## config.mk

```make
export PLATFORM = sky130hd
export DESIGN_NAME = isoch_in_endpoint
export DESIGN_NICKNAME = d
export VERILOG_FILES = /design/src/hw/pkt_fifo.v /design/src/hw/isoch_in_endpoint.v
export VERILOG_INCLUDE_DIRS = /design/src /design/src/hw
export SDC_FILE = /design/constraint.sdc
export NUM_CORES = 1
export LEC_CHECK = 0
export BUFFER_PORTS_ARGS = -buffer_cell sky130_fd_sc_hd__buf_2
export CAP_MARGIN = 5
export CORE_ASPECT_RATIO = 0.75
export CORE_MARGIN = 2
export CORE_UTILIZATION = 40
export DETAILED_ROUTE_END_ITERATION = 8
export GPL_TIMING_DRIVEN = 0
export PLACE_DENSITY = 0.57
export SKIP_LAST_GASP = 1
export SYNTH_ARGS = -nofsm -noshare
export SYNTH_HDL_FRONTEND = slang
export SYNTH_SLANG_ARGS = --single-unit
```

## constraint.sdc

```tcl
create_clock -name clk_in -period 8.84 [get_ports clk_in]
set_input_delay 2.652 -clock clk_in [delete_from_list [all_inputs] [get_ports clk_in]]
set_output_delay 2.652 -clock clk_in [all_outputs]
set_load 0.02 [all_outputs]
```

## src/hw/isoch_defines.vh

```
// Constants for the isochronous IN endpoint stream logic
`ifndef ISOCH_DEFINES_VH
`define ISOCH_DEFINES_VH

// ----------------------------------------------------------------
// Widths and depths
// ----------------------------------------------------------------
`define ISO_TIME_W        32
`define ISO_DATA_W        32
`define ISO_SEQ_W         5
`define ISO_FIFO_DEPTH    16
`define ISO_FIFO_ADDR_W   4

// ----------------------------------------------------------------
// Reset values
// ----------------------------------------------------------------
`define ISO_SEQ_RESET     5'h00
`define ISO_TIME_RESET    32'h00000000
`define ISO_DATA_RESET    32'h00000000

// ----------------------------------------------------------------
// Answer states
// ----------------------------------------------------------------
`define ISO_ST_HOLD       1'b0
`define ISO_ST_RUN        1'b1

`endif

```

## src/hw/pkt_fifo.v

```verilog
// Packet FIFO with drop-oldest support, flip-flop storage
module pkt_fifo #(
	parameter WIDTH  = 64,
	parameter DEPTH  = 16,
	parameter ADDR_W = 4
)(
	input  wire              clk_in,
	input  wire              rst_n_in,
	input  wire              in_valid_in,
	output wire              in_ready_out,
	input  wire [WIDTH-1:0]  in_data_in,
	input  wire              drop_in,
	output wire              out_valid_out,
	input  wire              out_ready_in,
	output wire [WIDTH-1:0]  out_data_out
);
	reg  [WIDTH-1:0]  mem_reg [0:DEPTH-1];
	reg  [ADDR_W-1:0] wr_ptr_reg;
	reg  [ADDR_W-1:0] rd_ptr_reg;
	reg  [ADDR_W:0]   count_reg;
	wire              full;
	wire              empty;
	wire              push;
	wire              pop;

	assign full          = (count_reg == DEPTH[ADDR_W:0]);
	assign empty         = (count_reg == {(ADDR_W+1){1'b0}});
	assign in_ready_out  = ~full;
	assign out_valid_out = ~empty;
	assign out_data_out  = mem_reg[rd_ptr_reg];
	// A drop frees the head slot in the same cycle, so a push may follow it
	assign pop  = ~empty & (out_ready_in | drop_in);
	assign push = in_valid_in & (~full | pop);

	// ----------------------------------------------------------------
	// Pointers and storage
	// ----------------------------------------------------------------
	always @(posedge clk_in or negedge rst_n_in)
	begin
		if (!rst_n_in)
		begin
			wr_ptr_reg <= {ADDR_W{1'b0}};
			rd_ptr_reg <= {ADDR_W{1'b0}};
			count_reg  <= {(ADDR_W+1){1'b0}};
		end
		else
		begin
			if (push)
				wr_ptr_reg <= wr_ptr_reg + 1'b1;
			if (pop)
				rd_ptr_reg <= rd_ptr_reg + 1'b1;
			if (push && !pop)
				count_reg <= count_reg + 1'b1;
			else if (pop && !push)
				count_reg <= count_reg - 1'b1;
		end
	end

	always @(posedge clk_in)
	begin
		if (push)
			mem_reg[wr_ptr_reg] <= in_data_in;
	end
endmodule

```

## src/hw/isoch_in_endpoint.v

```verilog
// Isochronous IN endpoint: start-time hold-off, time stamping and overflow discard
//
// Function
// - Before a configured start time, every data request is answered with a NAK.
// - From the start time on, data is produced and requests are answered normally.
// - Each packet carries a header with a presentation time ahead of its data segments.
// - The header presentation time belongs to the first segment only.
// - Later segment times follow from the endpoint service interval.
// - Each IN packet is stamped with the channel time at which its data was produced, or one past the previous stamp if that time is not later.
// - A discarded packet's presentation time is never given to another packet.
// - A packet produced into a full buffer pushes out the oldest buffered packet.
// - After a discard, the next packet goes out with the discarded packet's sequence number.
// - One start-time request may align several streams to a common start.
`include "isoch_defines.vh"

module isoch_in_endpoint #(
	parameter TIME_W  = `ISO_TIME_W,
	parameter DATA_W  = `ISO_DATA_W,
	parameter SEQ_W   = `ISO_SEQ_W,
	parameter DEPTH   = `ISO_FIFO_DEPTH,
	parameter ADDR_W  = `ISO_FIFO_ADDR_W
)(
	input  wire              clk_in,
	input  wire              rst_n_in,
	input  wire [TIME_W-1:0] channel_time_in,
	input  wire              start_time_en_in,
	input  wire [TIME_W-1:0] start_time_in,
	input  wire [TIME_W-1:0] endpoint_service_interval_in,
	input  wire              prod_valid_in,
	input  wire [DATA_W-1:0] prod_data_in,
	input  wire              req_in,
	input  wire              ack_in,
	output reg               prod_taken_out,
	output reg               prod_drop_out,
	output reg               running_out,
	output reg               resp_valid_out,
	output reg               resp_nak_out,
	output reg  [SEQ_W-1:0]  resp_seq_out,
	output reg  [TIME_W-1:0] resp_pres_time_out,
	output reg  [TIME_W-1:0] resp_seg2_time_out,
	output reg  [DATA_W-1:0] resp_data_out,
	output reg  [SEQ_W-1:0]  drop_count_out
);
	localparam PKT_W = TIME_W + DATA_W;
	localparam ST_HOLD = `ISO_ST_HOLD;
	localparam ST_RUN  = `ISO_ST_RUN;

	reg               state_reg;
	reg               state_next;
	reg  [TIME_W-1:0] last_stamp_reg;
	reg               stamp_used_reg;
	reg  [SEQ_W-1:0]  seq_reg;
	reg               outstanding_reg;
	reg  [TIME_W-1:0] stamp;
	wire              fifo_in_ready;
	wire              fifo_out_valid;
	wire [PKT_W-1:0]  fifo_out_data;
	wire              produce;
	wire              drop;
	wire [TIME_W-1:0] head_time;
	wire [DATA_W-1:0] head_data;
	wire              head_acked;

	// ----------------------------------------------------------------
	// Start-time hold-off
	// ----------------------------------------------------------------
	// Signed distance keeps the compare correct across a channel-time wrap
	function time_before;
		input [TIME_W-1:0] a;
		input [TIME_W-1:0] b;
		reg   [TIME_W-1:0] d;
		begin
			d = a - b;
			time_before = d[TIME_W-1];
		end
	endfunction

	// The start inputs may be shared by several endpoints to align their streams
	// Once running, the endpoint stays running until the next reset
	// shared start alignment
	always @*
	begin
		state_next = state_reg;
		case (state_reg)
			ST_HOLD:
			begin
				if (!start_time_en_in || !time_before(channel_time_in, start_time_in))
					state_next = ST_RUN;
			end
			ST_RUN:
				state_next = ST_RUN;
			default:
				state_next = ST_HOLD;
		endcase
	end

	// ----------------------------------------------------------------
	// Production and stamping
	// ----------------------------------------------------------------
	// stamp production time
	always @*
	begin
		stamp = channel_time_in;
		if (stamp_used_reg && !time_before(last_stamp_reg, channel_time_in))
			stamp = last_stamp_reg + {{(TIME_W-1){1'b0}}, 1'b1};
	end

	assign produce = prod_valid_in & (state_reg == ST_RUN);
	assign drop    = produce & ~fifo_in_ready;

	assign head_time  = fifo_out_data[PKT_W-1:DATA_W];
	assign head_data  = fifo_out_data[DATA_W-1:0];
	assign head_acked = ack_in & outstanding_reg & fifo_out_valid;

	pkt_fifo #(
		.WIDTH  (PKT_W),
		.DEPTH  (DEPTH),
		.ADDR_W (ADDR_W)
	) u_fifo (
		.clk_in        (clk_in),
		.rst_n_in      (rst_n_in),
		.in_valid_in   (produce),
		.in_ready_out  (fifo_in_ready),
		.in_data_in    ({stamp, prod_data_in}),
		.drop_in       (drop),
		.out_valid_out (fifo_out_valid),
		.out_ready_in  (head_acked & ~drop),
		.out_data_out  (fifo_out_data)
	);

	// ----------------------------------------------------------------
	// State, stamps and burst sequence
	// ----------------------------------------------------------------
	always @(posedge clk_in or negedge rst_n_in)
	begin
		if (!rst_n_in)
		begin
			state_reg       <= ST_HOLD;
			last_stamp_reg  <= `ISO_TIME_RESET;
			stamp_used_reg  <= 1'b0;
			seq_reg         <= `ISO_SEQ_RESET;
			outstanding_reg <= 1'b0;
		end
		else
		begin
			state_reg <= state_next;
			if (produce)
			begin
				last_stamp_reg <= stamp;
				stamp_used_reg <= 1'b1;
			end
			if (head_acked && !drop)
				seq_reg <= seq_reg + 1'b1;
			// A drop retires the attempt even when a request lands with it,
			// since that answer carried the packet now gone; an ack retires it too
			if (drop)
				outstanding_reg <= 1'b0;
			else if (req_in && state_reg == ST_RUN && fifo_out_valid)
				outstanding_reg <= 1'b1;
			else if (head_acked)
				outstanding_reg <= 1'b0;
		end
	end

	// ----------------------------------------------------------------
	// Answers to data requests
	// ----------------------------------------------------------------
	always @(posedge clk_in or negedge rst_n_in)
	begin
		if (!rst_n_in)
		begin
			prod_taken_out     <= 1'b0;
			prod_drop_out      <= 1'b0;
			running_out        <= 1'b0;
			resp_valid_out     <= 1'b0;
			resp_nak_out       <= 1'b0;
			resp_seq_out       <= `ISO_SEQ_RESET;
			resp_pres_time_out <= `ISO_TIME_RESET;
			resp_seg2_time_out <= `ISO_TIME_RESET;
			resp_data_out      <= `ISO_DATA_RESET;
			drop_count_out     <= `ISO_SEQ_RESET;
		end
		else
		begin
			prod_taken_out <= produce;
			prod_drop_out  <= drop;
			running_out    <= (state_reg == ST_RUN);
			resp_valid_out <= req_in;
			if (drop)
				drop_count_out <= drop_count_out + 1'b1;
			if (req_in)
			begin
				if (state_reg != ST_RUN || !fifo_out_valid)
					resp_nak_out <= 1'b1;
				else
				begin
					resp_nak_out <= 1'b0;
					resp_pres_time_out <= head_time;
					resp_data_out      <= head_data;
					resp_seg2_time_out <= head_time + endpoint_service_interval_in;
					resp_seq_out       <= seq_reg;
				end
			end
		end
	end
endmodule

```

==> results by group <==
Flow run
  – Max-cap violation count: 0

STA
  – Setup violations, final: 0
  – Least-Margin Pin Slew: 1.31 ns
  – Max Clk Rate: 165 MHz
  – Worst Slack Setup Final: 2.79 ns
  – Fin. Hold Viols: 0
  – RSZ-0062 raised after global routing: no
  – Final Slew Violations: 0
  – Final period util: 68.5%
  – Worst rel slew slack: 13.0%
  – Worst Skew: 0.0265 ns
  – Minimum clock period: 6.05 ns

Die
  – Die area: 126000 sq um
  – Num rows: 111
  – Starting Density: 40.3%
  – Die H: 308 um
  – Total core area: 122000 sq um
  – Chip width: 409 um
  – IO Pins: 245

Placement
  – Dpl hpwl: 92600 um
  – Buffers on Ports: 244
  – GP Congestion: 0.897
  – Area of placed instances: 54200 sq um
  – Inst Count DP: 4721
  – Pre-CTS setup slack: 1.92 ns

Pwr
  – Lkg Pwr: 20.6 nW
  – Power, Total: 21.7 mW
  – PwrDens: 373 nW/um^2
  – Peak supply drop: 0.239 mV

Logic synthesis
  – Ranking of synthesized cells by area: edfxtp_1 (62%), mux4_2 (15%), dfrtp_1 (8.3%), ha_1 (2.6%), nand2_1 (2.4%)
  – Most numerous cell in the Yosys netlist: edfxtp_1
  – Syn nets: 2988
  – Syn Inst Count: 2749
  – Post-synth EDFFs: 1024
  – Synthesized cell area: 49300 sq um
  – Area leader, netlist: edfxtp_1
  – Library cells used by synthesis: 62
  – Post-synthesis sequential area ratio: 70.7%
  – Synth top area share: 62.4%
  – Top_reg_cell synth: edfxtp_1
  – Flops & latches, synth: 1188
  – FFs w/ async S/R, synth: 13.8%
  – Yosys warnings: 0
  – Post-synth top cells: edfxtp_1 (1024), mux4_2 (320), nand2_1 (310)
  – Syn Area/Cell: 17.9 sq um

Routing
  – DR WL/cell: 27.0 um
  – 1st-iter DRT viols: 3176
  – Antenna viol nets, final: 0
  – First drt pass iteration count: 8
  – # DRC: 0
  – Via density: 5.55
  – DR vias: 27484
  – Drt total wl: 133000 um

Setup path
  – Crit-path max cell delay: 0.96 ns
  – Most frequent CP cell: a21oi_1
  – Critical path's slowest cell: a21oi_1
  – Crit Path Category: input pin to flop
  – Nature of the critical path endpoint: flop
  – Worst Path Required: 9.17 ns
  – Worst EP arrival: 6.38 ns
  – Critical-path cell list: buf_2 -> inv_1 -> ha_1 -> a21o_1 -> a21o_1 -> a21oi_1 -> nand3_1 -> a21oi_1 -> o21ai_0 -> nand3_1 -> buf_4 -> buf_2 -> nor2_1 -> a21oi_1
  – CP startpoint kind: input pin
  – CP delay by family, top: compound AO/OA/AOI/OAI gates
  – Worst Path Max Fanout: 16
  – Worst path bufs/invs: 4

Clocking
  – Max Root-Sink Buffers: 3
  – CTS tree: done
  – Setup bufs post-CTS: 0
  – Clock-pin slew on the worst setup and hold paths: 0.06 ns
  – CTS buffer count: 118
  – # resized after CTS: 0
  – H-tree Lvls: 3
  – # hold bufs at CTS: 0
  – Clk_lat worst skew: 0.73 ns
  – Clk sinks: 1188
  – Clock root buffer master: clkbuf_16

Finish
  – Final Cell Area: 58000 sq um
  – Max reg flops: 1024
  – Area occupied by multi-input gates: 13700 sq um
  – Fillers: 10255
  – Post-route insts no fill: 4948
  – Final Net Count: 3444
  – Share of layout cells above drive strength 1: 27.7%
  – Reg area: 34900 sq um
  – Area growth, synth to finish: 17.7%

Run status
  – Status: finished, final reports clean

Global routing
  – Antenna violations before repair: 12
  – First-pass GRT wire length: 191000 um
  – GR Overflow Total: 0
  – GRT Overall Usage: 21.0%
  – Largest net degree at the start of global routing: 110
  – Number of global-route vias before repair: 28020

Worst hold path
  – Worst hold-check path type: flop to flop
kinds of logic (layout without fill, tap and decap cells):
kind of cell / Yosys count / in the layout / synth area share, %
xor gates and xnor gates: 72 / 72 / 1.28
other: 0 / 8 / 0
muxes: 350 / 350 / 15.2
DFF: 1188 / 1188 / 70.7
adders and majority gates: 105 / 105 / 2.70
AOI/OAI and AO/OA: 266 / 266 / 3.42
buffers and inverters: 225 / 778 / 1.83
and+or+nand+nor: 543 / 543 / 4.84
routing by layer:
metal  GRT usage, %  share of wire (%)  vias to the layer above
li1               -                  -                    11781
met1           29.3                 42                    14440
met2           33.2                 47                     1019
met3           4.69                7.7                      236
met4           6.45                3.0                        8
met5              0              0.034                        -
worst min-delay path: stages, from the launching register on:
cell and delay [ns]:
dfrtp_1 0.33, nand2_1 0.05, nand2_1 0.05
layout by cell type (no fill, tap or decap), types with 13 or more instances in the layout:
cell / count
edfxtp_1: 1024
mux4_2: 320
nand2_1: 310
buf_2: 283
dfrtp_1: 164
clkbuf_16: 121
ha_1: 103
clkbuf_1: 95
inv_1: 89
a21oi_1: 77
nor2_1: 76
o21ai_0: 59
xnor2_1: 46
buf_6: 41
a21o_1: 38
nand3_1: 33
nand4_1: 31
buf_12: 28
xor2_1: 26
buf_1: 24
clkinv_2: 24
mux2i_1: 22
clkinv_1: 21
and3_1: 16
a2bb2oi_1: 15
buf_16: 13
worst paths after layout:
check,start,to,slack (ns),cells after the start
setup / recovery,channel_time_in[16],u_fifo.mem_reg[15][59],2.79,14
hold / removal,resp_data_out[12],resp_data_out[12],0.47,2
setup reg to reg,u_fifo.rd_ptr_reg[1],resp_seg2_time_out[30],2.81,17
hold reg to reg,resp_data_out[12],resp_data_out[12],0.47,2
max in group asynchronous,rst_n_in,resp_pres_time_out[30],5.91,2
min in group asynchronous,rst_n_in,prod_taken_out,1.85,1
through the flow:
stage               utilization (%)  hold WS [ns]  TNS [ns]
floorplan                         -         0.386         0
global placement               43.0         0.457  -3543.90
detailed placement             44.4         0.457         0
CTS                            47.4         0.473         0
global route                   47.5         0.489         0
finish                         47.5         0.468         0
report_power, final:
part           switching [mW]  internal (mW)
Clock                    2.12           2.82
Sequential              0.386           7.71
Combinational            5.30           3.34
cell type report:
| cell class | count | share of cell area (%) |
|---|---|---|
| Inverter | 89 | 0.576 |
| Tap cell | 1638 | 3.53 |
| Clock buffer | 146 | 5.38 |
| Timing Repair Buffer | 336 | 4.69 |
| Sequential cell | 1188 | 60.1 |
| Buffer | 136 | 0.979 |
| Clock inverter | 71 | 1.12 |
| Multi-Input combinational cell | 1336 | 23.6 |
| Antenna cell | 8 | 0.0345 |
Note: power is estimated with default switching activity, not from simulation.
